### config.mk
export PLATFORM = sky130hd
export DESIGN_NAME = sfte_engine
export DESIGN_NICKNAME = d
export VERILOG_FILES = /design/src/sfte_pkg.sv /design/src/sfte_engine.sv /design/src/sfte_rate_div.sv /design/src/sfte_sync2.sv
export SDC_FILE = /design/constraint.sdc
export NUM_CORES = 1
export LEC_CHECK = 0
export BUFFER_PORTS_ARGS = -buffer_cell sky130_fd_sc_hd__buf_2
export CAP_MARGIN = 25
export CORE_MARGIN = 2
export CORE_UTILIZATION = 50
export CTS_CLUSTER_SIZE = 14
export DETAILED_ROUTE_END_ITERATION = 8
export GPL_TIMING_DRIVEN = 1
export PLACE_DENSITY = 0.71
export SKIP_LAST_GASP = 1
export SYNTH_ARGS = -nofsm -noshare
export SYNTH_HDL_FRONTEND = slang
export SYNTH_SLANG_ARGS = --single-unit
### constraint.sdc
create_clock -name pclk -period 3.5 [get_ports pclk]
set_input_delay 0 -clock pclk [delete_from_list [all_inputs] [get_ports pclk]]
set_output_delay 0 -clock pclk [all_outputs]
set_load 0.1 [all_outputs]
### src/sfte_pkg.sv
// Shared constants and types for the SPI frame timing engine.
// Assumes a 32-bit APB register bus and a single system clock.
package sfte_pkg;

  localparam int unsigned WORD_W = 16;
  localparam int unsigned CTRL_W = 16;
  localparam int unsigned STATUS_W = 4;
  localparam int unsigned ADDR_W = 12;

  // Register byte offsets.
  localparam logic [11:0] ADDR_CTRL = 12'h000;
  localparam logic [11:0] ADDR_STATUS = 12'h004;
  localparam logic [11:0] ADDR_TXDATA = 12'h008;
  localparam logic [11:0] ADDR_RXDATA = 12'h00c;

  // Control register fields.
  localparam int unsigned CTRL_EN = 0;
  localparam int unsigned CTRL_SLAVE = 1;
  localparam int unsigned CTRL_CPOL = 2;
  localparam int unsigned CTRL_CPHA = 3;
  localparam int unsigned CTRL_SIZE_LSB = 4;
  localparam int unsigned CTRL_SIZE_MSB = 7;
  localparam int unsigned CTRL_DIV_LSB = 8;
  localparam int unsigned CTRL_DIV_MSB = 15;
  localparam logic [15:0] CTRL_RESET = 16'h0070;

  // Word size code is bits minus one; codes below this mean 4 bits.
  localparam logic [3:0] SIZE_CODE_MIN = 4'h3;

  // Status register fields.
  localparam int unsigned ST_BUSY = 0;
  localparam int unsigned ST_TXFULL = 1;
  localparam int unsigned ST_RXVALID = 2;
  localparam int unsigned ST_OVERRUN = 3;

  // Half serial periods from the final serial clock edge to frame select release.
  localparam logic [1:0] TAIL_CPHA0 = 2'h1;
  localparam logic [1:0] TAIL_CPHA1 = 2'h2;

  typedef enum logic [3:0] {
    ST_IDLE  = 4'h1,
    ST_LEAD  = 4'h2,
    ST_SHIFT = 4'h4,
    ST_TAIL  = 4'h8
  } sfte_state_t;

endpackage

### src/sfte_engine.sv
// SPI frame timing engine: four-wire SPI in all clock modes, master or slave.
// Assumes an APB master on pclk and pin levels that arrive asynchronously.
//
// Notes on behaviour
// [RULE_01] Words 4 to 16 bits, MSB first.
// [RULE_02] Polarity picks serial clock rest level.
// [RULE_03] Phase picks first or second capture edge.
// [RULE_04] Polarity cleared: clock idles low.
// [RULE_05] Polarity set: clock idles high.
// [RULE_06] Idle: select high, data out low.
// [RULE_07] Master drives clock; slave only listens.
// [RULE_08] Master starts frame when enabled with data.
// [RULE_09] Phase cleared: slave shows first bit immediately.
// [RULE_10] Phase cleared: bit after half, edge after more.
// [RULE_11] Mode 0: capture rising, change falling.
// [RULE_12] Mode 2: first edge falls, capture falling.
// [RULE_13] Mode 1: first bit with rising edge.
// [RULE_14] Mode 1: capture falling, change rising.
// [RULE_15] Mode 3: first bit with falling edge.
// [RULE_16] Mode 3: capture rising, change falling.
// [RULE_17] Select rises one period after last capture.
// [RULE_18] Phase cleared: select pulses between words.
// [RULE_19] Phase cleared: slave reloads only when deselected.
// [RULE_20] Phase set: select stays low across burst.
// [RULE_21] Burst ends one period after last capture.
// [RULE_22] Finished word pushed out, next word loaded.
`timescale 1ns/1ns
module sfte_engine (
  input wire logic pclk,
  input wire logic presetn,
  input wire logic [11:0] paddr,
  input wire logic psel,
  input wire logic penable,
  input wire logic pwrite,
  input wire logic [31:0] pwdata,
  output logic [31:0] prdata,
  output logic pready,
  output logic pslverr,
  input wire logic serial_clock_line_in,
  output logic serial_clock_line_out,
  output logic serial_clock_line_oe,
  input wire logic frame_select_line_in,
  output logic frame_select_line_out,
  output logic frame_select_line_oe,
  output logic serial_out_line,
  output logic serial_out_line_oe,
  input wire logic serial_in_line
);

  typedef struct packed {
    sfte_pkg::sfte_state_t st;
    logic [15:0] ctrl;
    logic [15:0] tx_hold;
    logic tx_full;
    logic [15:0] rx_hold;
    logic rx_valid;
    logic overrun;
    logic [15:0] tx_shift;
    logic [15:0] rx_shift;
    logic [4:0] bits;
    logic [5:0] edges;
    logic [1:0] tail;
    logic sclk;
    logic sclk_prev;
    logic fss;
    logic dout;
    logic [31:0] rdata;
  } sfte_regs_t;

  localparam sfte_regs_t REGS_RESET = '{
    st: sfte_pkg::ST_IDLE,
    ctrl: sfte_pkg::CTRL_RESET,
    tx_hold: 16'h0000,
    tx_full: 1'h0,
    rx_hold: 16'h0000,
    rx_valid: 1'h0,
    overrun: 1'h0,
    tx_shift: 16'h0000,
    rx_shift: 16'h0000,
    bits: 5'h00,
    edges: 6'h00,
    tail: 2'h0,
    sclk: 1'h0,
    sclk_prev: 1'h0,
    fss: 1'h1,
    dout: 1'h0,
    rdata: 32'h0000_0000
  };

  sfte_regs_t r;
  sfte_regs_t next_r;

  logic [2:0] pins_sync;
  logic s_sclk;
  logic s_fss;
  logic s_din;
  logic tick;
  logic run;

  logic en;
  logic master;
  logic slave;
  logic cpol;
  logic cpha;
  logic [3:0] size_code;
  logic [4:0] nbits;
  logic [5:0] last_edge;
  logic [3:0] status;
  logic [31:0] read_mux;
  logic mapped;
  logic apb_wr;
  logic apb_rd;

  logic start;
  logic edge_ev;
  logic leading;
  logic cap;
  logic chg;
  logic done;
  logic final_edge;

  // Pins cross into pclk first; select goes in inverted so reset reads deselected.
  sfte_sync2 #(
    .W(3)
  ) u_sync (
    .pclk(pclk),
    .presetn(presetn),
    .async_in({serial_clock_line_in, !frame_select_line_in, serial_in_line}),
    .sync_out(pins_sync)
  );

  assign s_sclk = pins_sync[2];
  assign s_fss = !pins_sync[1];
  assign s_din = pins_sync[0];

  // The divider only runs while the master has work to do.
  assign run = master && (r.st != sfte_pkg::ST_IDLE || r.tx_full);

  sfte_rate_div u_div (
    .pclk(pclk),
    .presetn(presetn),
    .run(run),
    .half_div(r.ctrl[sfte_pkg::CTRL_DIV_MSB:sfte_pkg::CTRL_DIV_LSB]),
    .tick(tick)
  );

  // Configuration decode.
  always_comb begin
    en = r.ctrl[sfte_pkg::CTRL_EN];
    master = en && !r.ctrl[sfte_pkg::CTRL_SLAVE];
    slave = en && r.ctrl[sfte_pkg::CTRL_SLAVE];
    // [RULE_02] rest level choice
    cpol = r.ctrl[sfte_pkg::CTRL_CPOL];
    // [RULE_03] capture edge choice
    cpha = r.ctrl[sfte_pkg::CTRL_CPHA];
    // [RULE_01] word size clamp
    size_code = r.ctrl[sfte_pkg::CTRL_SIZE_MSB:sfte_pkg::CTRL_SIZE_LSB];
    if (size_code < sfte_pkg::SIZE_CODE_MIN) begin
      size_code = sfte_pkg::SIZE_CODE_MIN;
    end
    nbits = {1'h0, size_code} + 5'h01;
    last_edge = {nbits, 1'h0};
  end

  // Register read side and decode.
  always_comb begin
    status = '0;
    status[sfte_pkg::ST_BUSY] = (r.st != sfte_pkg::ST_IDLE);
    status[sfte_pkg::ST_TXFULL] = r.tx_full;
    status[sfte_pkg::ST_RXVALID] = r.rx_valid;
    status[sfte_pkg::ST_OVERRUN] = r.overrun;
    mapped = 1'h1;
    unique case (paddr)
      sfte_pkg::ADDR_CTRL: read_mux = {16'h0000, r.ctrl};
      sfte_pkg::ADDR_STATUS: read_mux = {28'h000_0000, status};
      sfte_pkg::ADDR_TXDATA: read_mux = {16'h0000, r.tx_hold};
      sfte_pkg::ADDR_RXDATA: read_mux = {16'h0000, r.rx_hold};
      default: begin
        read_mux = 32'h0000_0000;
        mapped = 1'h0;
      end
    endcase
    apb_wr = psel && penable && pwrite && mapped;
    apb_rd = psel && penable && !pwrite && mapped;
  end

  // The slave answers every access in its first access cycle.
  assign pready = 1'h1;
  assign pslverr = psel && penable && !mapped;
  assign prdata = r.rdata;

  always_comb begin
    next_r = r;
    start = 1'h0;
    edge_ev = 1'h0;
    cap = 1'h0;
    chg = 1'h0;
    done = 1'h0;
    final_edge = 1'h0;
    next_r.sclk_prev = s_sclk;

    // Read data are captured in the setup cycle and held through access.
    if (psel && !penable) begin
      next_r.rdata = read_mux;
    end
    if (apb_wr && paddr == sfte_pkg::ADDR_CTRL) begin
      next_r.ctrl = pwdata[sfte_pkg::CTRL_W-1:0];
    end
    // A write while the holding word is still waiting is dropped.
    if (apb_wr && paddr == sfte_pkg::ADDR_TXDATA && !r.tx_full) begin
      next_r.tx_hold = pwdata[sfte_pkg::WORD_W-1:0];
      next_r.tx_full = 1'h1;
    end
    if (apb_rd && paddr == sfte_pkg::ADDR_RXDATA) begin
      next_r.rx_valid = 1'h0;
      next_r.overrun = 1'h0;
    end

    // Master leading edge is judged on the driven level, slave on the pin.
    leading = ((master ? r.sclk : r.sclk_prev) == cpol);

    unique case (r.st)
      sfte_pkg::ST_IDLE: begin
        // [RULE_04] [RULE_05] clock at rest
        next_r.sclk = cpol;
        // [RULE_06] idle line levels
        next_r.fss = 1'h1;
        next_r.dout = 1'h0;
        if (master && tick && r.tx_full) begin
          // [RULE_08] master frame start
          start = 1'h1;
          next_r.fss = 1'h0;
          next_r.st = sfte_pkg::ST_LEAD;
        end else if (slave && !s_fss) begin
          // [RULE_09] slave shows MSB at once
          start = 1'h1;
          chg = !cpha;
          next_r.st = sfte_pkg::ST_SHIFT;
        end
      end
      sfte_pkg::ST_LEAD: begin
        if (tick) begin
          // [RULE_10] first bit after half period
          chg = 1'h1;
          next_r.st = sfte_pkg::ST_SHIFT;
          next_r.edges = 6'h00;
          if (cpha) begin
            // [RULE_13] [RULE_15] first edge with first bit
            next_r.sclk = !r.sclk;
            next_r.edges = 6'h01;
          end
        end
      end
      sfte_pkg::ST_SHIFT: begin
        if (master) begin
          if (tick) begin
            edge_ev = 1'h1;
            next_r.sclk = !r.sclk;
            next_r.edges = r.edges + 6'h01;
            final_edge = (next_r.edges == last_edge);
          end
        end else if (s_fss) begin
          // [RULE_19] deselect ends the slave word
          next_r.st = sfte_pkg::ST_IDLE;
          next_r.dout = 1'h0;
        end else if (s_sclk != r.sclk_prev) begin
          edge_ev = 1'h1;
        end
      end
      sfte_pkg::ST_TAIL: begin
        if (tick) begin
          if (r.tail == 2'h1) begin
            // [RULE_17] [RULE_21] select released
            next_r.fss = 1'h1;
            next_r.dout = 1'h0;
            next_r.st = sfte_pkg::ST_IDLE;
          end else begin
            next_r.tail = r.tail - 2'h1;
          end
        end
      end
      default: begin
        next_r.st = sfte_pkg::ST_IDLE;
      end
    endcase

    // [RULE_11] [RULE_12] [RULE_14] [RULE_16] edge roles
    if (edge_ev) begin
      if (leading ^ cpha) begin
        cap = 1'h1;
      end else if (!final_edge) begin
        chg = 1'h1;
      end
    end

    if (start) begin
      next_r.tx_shift = r.tx_full ? r.tx_hold : 16'h0000;
      next_r.tx_full = next_r.tx_full && !r.tx_full;
      next_r.rx_shift = 16'h0000;
      next_r.bits = 5'h00;
      next_r.edges = 6'h00;
    end

    // [RULE_01] MSB first on both lines
    if (cap) begin
      next_r.rx_shift = {r.rx_shift[sfte_pkg::WORD_W-2:0], s_din};
      next_r.bits = r.bits + 5'h01;
      done = (r.bits == {1'h0, size_code});
    end

    if (done) begin
      // [RULE_22] received word pushed
      next_r.rx_hold = next_r.rx_shift;
      if (next_r.rx_valid) begin
        next_r.overrun = 1'h1;
      end
      next_r.rx_valid = 1'h1;
      next_r.bits = 5'h00;
      // [RULE_20] phase set keeps select low
      if (cpha && (slave || (master && r.tx_full))) begin
        // [RULE_22] next word loaded
        next_r.tx_shift = r.tx_full ? r.tx_hold : 16'h0000;
        next_r.tx_full = next_r.tx_full && !r.tx_full;
        next_r.rx_shift = 16'h0000;
      end
    end

    if (final_edge) begin
      if (cpha && r.tx_full) begin
        next_r.st = sfte_pkg::ST_LEAD;
      end else begin
        // [RULE_18] phase cleared returns through idle
        next_r.st = sfte_pkg::ST_TAIL;
        next_r.tail = cpha ? sfte_pkg::TAIL_CPHA1 : sfte_pkg::TAIL_CPHA0;
      end
    end

    if (chg) begin
      next_r.dout = next_r.tx_shift[size_code];
      next_r.tx_shift = {next_r.tx_shift[sfte_pkg::WORD_W-2:0], 1'h0};
    end

    // Disabling the port abandons any frame in flight.
    if (!en) begin
      next_r.st = sfte_pkg::ST_IDLE;
      next_r.fss = 1'h1;
      next_r.dout = 1'h0;
      next_r.sclk = cpol;
    end
  end

  always_ff @(posedge pclk or negedge presetn) begin
    if (!presetn) begin
      r <= REGS_RESET;
    end else begin
      r <= next_r;
    end
  end

  assign serial_clock_line_out = r.sclk;
  // [RULE_07] clock driver only as master
  assign serial_clock_line_oe = master;
  assign frame_select_line_out = r.fss;
  assign frame_select_line_oe = master;
  // [RULE_06] [RULE_08] data driver only inside a frame
  assign serial_out_line = r.dout;
  assign serial_out_line_oe = (r.st != sfte_pkg::ST_IDLE);

endmodule

### src/sfte_rate_div.sv
// Divider that gives one-cycle pulses, one per half serial clock period.
// Assumes run is a level from logic on pclk; counting restarts when it drops.
`timescale 1ns/1ns
module sfte_rate_div (
  input wire logic pclk,
  input wire logic presetn,
  input wire logic run,
  input wire logic [7:0] half_div,
  output logic tick
);

  typedef struct packed {
    logic [7:0] cnt;
    logic tick;
  } sfte_div_t;

  sfte_div_t r;
  sfte_div_t next_r;

  // A half period lasts half_div plus one pclk cycles.
  always_comb begin
    next_r = r;
    next_r.tick = 1'h0;
    if (!run) begin
      next_r.cnt = 8'h00;
    end else if (r.cnt == half_div) begin
      next_r.cnt = 8'h00;
      next_r.tick = 1'h1;
    end else begin
      next_r.cnt = r.cnt + 8'h01;
    end
  end

  always_ff @(posedge pclk or negedge presetn) begin
    if (!presetn) begin
      r <= '0;
    end else begin
      r <= next_r;
    end
  end

  assign tick = r.tick;

endmodule

### src/sfte_sync2.sv
// Two flip-flop synchroniser for a group of independent pin levels.
// Assumes each bit is an unrelated level from outside the pclk domain.
`timescale 1ns/1ns
module sfte_sync2 #(
  parameter int unsigned W = 1
) (
  input wire logic pclk,
  input wire logic presetn,
  input wire logic [W-1:0] async_in,
  output logic [W-1:0] sync_out
);

  typedef struct packed {
    logic [W-1:0] meta;
    logic [W-1:0] sync;
  } sfte_sync_t;

  sfte_sync_t r;
  sfte_sync_t next_r;

  // The first stage feeds only the second stage.
  always_comb begin
    next_r.meta = async_in;
    next_r.sync = r.meta;
  end

  always_ff @(posedge pclk or negedge presetn) begin
    if (!presetn) begin
      r <= '0;
    end else begin
      r <= next_r;
    end
  end

  assign sync_out = r.sync;

endmodule

# Word level (Yosys, flattened, before mapping)
# Index checks and enable logic that the tools add are counted.
# classes
muxes	78
n_lt_le_gt_ge	2
n_eq_ne	36
addsub	5
bitwise	1
n_reduce_logical	41
# op_table
operator	n
16-bit case mux with 4 select lines	1
56-bit two-way mux	1
4-bit two-way mux	11
43-bit two-way mux	1
1-bit two-way mux	38
16-bit two-way mux	2
32-bit two-way mux	1
12-bit by 4-bit equality test with 1-bit output (second input constant)	2
4-bit inequality test (second input constant)	6
1-bit logical AND	22
21-bit two-way mux	1
2-bit two-way mux	10
6-bit two-way mux	3
8-bit two-way mux	2
4-bit case mux with 4 select lines	1
3-bit by 2-bit inequality test with 1-bit output (second input constant)	5
12-bit by 3-bit equality test with 1-bit output (second input constant)	1
12-bit logical NOT	1
3-bit inequality test (second input constant)	4
4-bit by 3-bit inequality test with 1-bit output (second input constant)	3
6-bit case mux with 2 select lines	1
5-bit AND reduction	2
8-bit by 1-bit adder with 8-bit output (second input constant)	1
8-bit equality test	1
30 further kinds	42
# totals
regBits	151
wordCells	184
output_inout_bits	40
input_bits	52

# Logic depth before layout (Yosys ltp)
# depth
word_depth	16
ltp_mapped	13

# Hierarchy
# Synthesis repeated with hierarchy kept, for this count alone.
# hier_totals
hier_cells	684
hier_area_um2	7075.5
# modules_own_cells
module	instances	cells_each	area_per_inst_um2
sfte_engine	1	631	6399.9
sfte_rate_div	1	47	525.5
sfte_sync2	1	6	150.1

# Worst setup path after synthesis
# No wires, ideal clock.
# synth_timing
path_type	register to register
start	register r (netlist bit serial_clock_line_out)
end	register r (netlist bit serial_out_line)
synth_period_minus_slack_ns	2.858
setup_slack_ns	0.642
stages_incl_launch_ff	8
arrival_time_ns	2.791
required_time_ns	3.433
cell_sequence	dfrtp_1 > mux2i_1 > xnor2_1 > nor4_4 > or2_4 > mux4_2 > a22oi_1 > a32o_1
# synth_via
elab_chain_len	11
word_cells_on_any_way	19
# synth_lines
item	line_no	rtl
start: declaration	sfte_engine.sv:90	sfte_regs_t r;
start signal: assignment	sfte_engine.sv:356	r <= next_r;
1-bit two-way mux *	sfte_engine.sv:220	leading = ((master ? r.sclk : r.sclk_prev) == cpol);
1-bit equality test *	sfte_engine.sv:220	
1-bit bitwise XOR *	sfte_engine.sv:289	if (leading ^ cpha) begin
1-bit two-way mux	sfte_engine.sv:289	
1-bit two-way mux	sfte_engine.sv:288	if (edge_ev) begin
1-bit two-way mux	sfte_engine.sv:305	if (cap) begin
56-bit two-way mux	sfte_engine.sv:311	if (done) begin
1-bit binary-select mux with 4-bit select	sfte_engine.sv:339	next_r.dout = next_r.tx_shift[size_code];
1-bit two-way mux (not written as such)	sfte_engine.sv:339	
1-bit two-way mux	sfte_engine.sv:338	if (chg) begin
2-bit two-way mux	sfte_engine.sv:344	if (!en) begin
# Mark *: on every way between the ends. The rest lies on a longest branch, timed or not. The select of a mux whose other input is x is not followed.
# A chain may end at the register's enable or synchronous reset.

==> results_dict.tcl <==
set metrics [dict create \
    outcome "completed" \
    crit_arrival_ns 3.42 \
    number_of_violations_of_the_max_capacitance_limit 0 \
    setup_viol 0 \
    clock_skew_ns 0.00830 \
    clkSlewWorstSetupHoldPaths_ns 0.06 \
    first_global_vias 5393 \
    floorplan.io_pins 92 \
    post_synth.cell_area_avg_um2 10.3 \
    worst_path_class_setup "flop to flop" \
    fin_crit_sh 0.881 \
    start_kind "flop" \
    floorplan.die_area_mm2 0.0153 \
    place_congestion 0.893 \
    nets 813 \
    post-route-min-period_ns 3.08 \
    drive_above_1_share 0.246 \
    ir_drop_mv 0.273 \
    synth.ff_latch_count 134 \
    fmax_ghz 0.324 \
    cts.sink_count 134 \
    p_per_area_mw_per_mm2 432 \
    initial_utilization 0.515 \
    globalRoute.totalOverflow 0 \
    worstSetupStartpoint "r[122]$_DFFE_PN1P_" \
    critPathCaptureType "flop" \
    tritoncts "built" \
    post_layout_nonfiller_instances 948 \
    worstReg2RegStart "r[122]$_DFFE_PN1P_" \
    pin_count_of_the_biggest_net_entering_global_routing 78 \
    synth_enable_flop_cells 0 \
    synth_cells 700 \
    report.final.slew_viol_count 0 \
    worstSkewPairLatency_ns 0.42 \
    grt_first_pass_wirelength_um 27300 \
    hpwl_um 11900 \
    design_area_mm2 0.00831 \
    place_inst 892 \
    postSynth.topFlopCell "sky130_fd_sc_hd__dfrtp_1" \
    number_of_antenna_violations_at_the_first_check_in_global_routing 0 \
    violation_count_after_the_first_detailed_routing_iteration 438 \
    die_y_um 124 \
    max_clock_buf_depth 2 \
    timing.setup.tns_ns 0 \
    route.vias.total 5449 \
    area_delta_synth_final_pct 15.7 \
    rsz0062_at_grt "no" \
    synthDistinctLibCells 65 \
    worst_ep_required_time_ns 3.84 \
    rows 43 \
    cts-htree-levels 4 \
    timing.slew.headroom 0.398 \
    cts_root_buf "sky130_fd_sc_hd__clkbuf_16" \
    port-buffer-count 58 \
    synth.yosys.seq_area_share 0.468 \
    timing.critical_path.fanout_max 10 \
    placed_area_mm2 0.00745 \
    worst-slew-pin-transition_ns 0.900 \
    reg2reg_depth 11 \
    routed_via_density 5.75 \
    insertedDiodeCount 0 \
    route.detailed.drc 0 \
    remaining_antenna_violation_count 0 \
    cts_buffers 17 \
    finalHoldViolCount 0 \
    whs_path_cells 5 \
    chipWidth_um 124 \
    post-cts-setup-buffers 0 \
    power.static_leakage_nw 3.89 \
    totalWireLength_um 17000 \
    hold_start "paddr[1]" \
    ys_warn_count 0 \
    worst_hold_path_type "input pin to flop" \
    drt-wirelength-per-cell_um 17.9 \
    core_area_mm2 0.0139 \
    timing.hold.ws_ns 0.0952 \
    gr-usage-all-layers 0.234 \
    drt-pass1-iter-count 9 \
    synthesis.area_mm2 0.00718 \
    synthArstFlopShare 1.00 \
]
==> kinds of logic (layout without fill, tap and decap cells) <==
group,count (synthesis),count (layout),synth area share
AND/OR/NAND/NOR,216,216,0.156
flip-flops,134,134,0.468
AO/OA/AOI/OAI,130,130,0.112
multiplexers,91,91,0.147
buffers and inverters,91,144,0.0697
XOR/XNOR,30,30,0.0366
adder cells (fa/ha/maj),6,6,0.0105
other,2,17,0.00105
==> sequential cells by signal, summed over array words and instances, names as in the netlist <==
signal / flops
u_div.r: 8
cpha: 1
serial_clock_line_out: 1
prdata: 16
u_div.tick: 1
u_sync.next_r: 3
en: 1
u_sync.sync_out: 3
r: 97
frame_select_line_out: 1
cpol: 1
serial_out_line: 1
==> critical path, stage by stage, from the launching register on <==
cell	delay (ns)
sky130_fd_sc_hd__dfstp_2	0.57
sky130_fd_sc_hd__nor2_1	0.08
sky130_fd_sc_hd__nor2_1	0.16
sky130_fd_sc_hd__inv_1	0.12
sky130_fd_sc_hd__ha_1	0.37
sky130_fd_sc_hd__inv_1	0.08
sky130_fd_sc_hd__o21ai_0	0.08
sky130_fd_sc_hd__o221ai_1	0.20
sky130_fd_sc_hd__a21oi_1	0.15
sky130_fd_sc_hd__a31oi_2	0.64
sky130_fd_sc_hd__buf_4	0.33
sky130_fd_sc_hd__mux2i_1	0.21
==> cell usage in the layout, fill, tap and decap left out, types with 7 or more instances in the layout <==
cell	instances
sky130_fd_sc_hd__nand2b_1	10
sky130_fd_sc_hd__buf_4	15
sky130_fd_sc_hd__mux2_2	55
sky130_fd_sc_hd__inv_1	13
sky130_fd_sc_hd__nand2_1	69
sky130_fd_sc_hd__o21ai_0	33
sky130_fd_sc_hd__xor2_1	22
sky130_fd_sc_hd__buf_2	57
sky130_fd_sc_hd__clkbuf_16	17
sky130_fd_sc_hd__nand3_1	35
sky130_fd_sc_hd__dlygate4sd3_1	23
sky130_fd_sc_hd__o31ai_1	15
sky130_fd_sc_hd__and3_1	17
sky130_fd_sc_hd__conb_1	17
sky130_fd_sc_hd__xnor2_1	8
sky130_fd_sc_hd__nor2_1	42
sky130_fd_sc_hd__mux2i_1	30
sky130_fd_sc_hd__dfrtp_1	129
sky130_fd_sc_hd__nor2b_1	7
sky130_fd_sc_hd__a21oi_1	50
==> worst paths after layout <==
path	end	slack [ns]
worst max-delay path	r[79]$_DFF_PN0_	0.42
worst min-delay path	prdata[1]$_DFFE_PN0P_	0.1
worst max register to register	r[79]$_DFF_PN0_	0.42
worst min register to register	u_sync.sync_out[2]$_DFF_PN0_	0.35
max in group asynchronous	r[120]$_DFFE_PN1P_	2.45
min in group asynchronous	r[114]$_DFFE_PN0P_	0.19
==> area by class of cell <==
cell class / count / area [um2]
inverters: 14 / 52.6
flip-flops and latches: 134 / 3360
fillers: 1133 / 5630
clock inverters: 14 / 173
clock buffers: 18 / 439
repair buffers: 98 / 674
multi-input cells: 490 / 3380
well taps: 180 / 225
==> per-stage QoR <==
step / utilization / setup slack [ns] / power (mW)
floorplan: - / 0.642 / 1.71
CTS: 0.595 / 0.435 / 3.62
finish: 0.596 / 0.417 / 3.59
global placement: 0.534 / 0.550 / 1.76
detailed placement: 0.535 / 0.463 / 1.76
global route: 0.596 / 0.248 / 3.70
==> cell usage after synthesis, types with 8 or more instances <==
library cell,n,area share
sky130_fd_sc_hd__o21ai_0,33,0.023
sky130_fd_sc_hd__buf_2,12,0.0084
sky130_fd_sc_hd__a21oi_1,50,0.035
sky130_fd_sc_hd__dfrtp_1,129,0.45
sky130_fd_sc_hd__inv_1,13,0.0068
sky130_fd_sc_hd__buf_4,36,0.038
sky130_fd_sc_hd__and3_1,17,0.015
sky130_fd_sc_hd__nand2_1,69,0.036
sky130_fd_sc_hd__o31ai_1,15,0.016
sky130_fd_sc_hd__nor2_1,42,0.022
sky130_fd_sc_hd__nand3_1,35,0.024
sky130_fd_sc_hd__mux2_2,55,0.086
sky130_fd_sc_hd__clkbuf_1,21,0.011
sky130_fd_sc_hd__nand2b_1,10,0.0087
sky130_fd_sc_hd__mux2i_1,30,0.042
sky130_fd_sc_hd__xnor2_1,8,0.0098
sky130_fd_sc_hd__xor2_1,22,0.027
==> layer usage <==
| metal | GRT usage | vias to the layer above | wire (um) |
|---|---|---|---|
| li1 | - | 2532 | - |
| met1 | 0.301 | 2728 | 7270 |
| met2 | 0.385 | 153 | 8550 |
| met3 | 0.0430 | 36 | 696 |
| met4 | 0.108 | 0 | 478 |
| met5 | 0 | - | 0 |
==> power breakdown <==
group          switching (mW)  total (mW)  internal, mW
logic                   0.150       0.195        0.0455
registers             0.00346        1.56          1.55
clock network           0.692        1.83          1.14
total                   0.845        3.59          2.74
==> repair_timing <==
| action | 4_1_cts | 5_1_grt |
|---|---|---|
| endpoints found under the hold margin | 90 | 0 |
| gates resized for setup | 0 | 0 |
| hold buffers | 23 | 0 |
No activity file was read; power rests on OpenSTA's default activity.
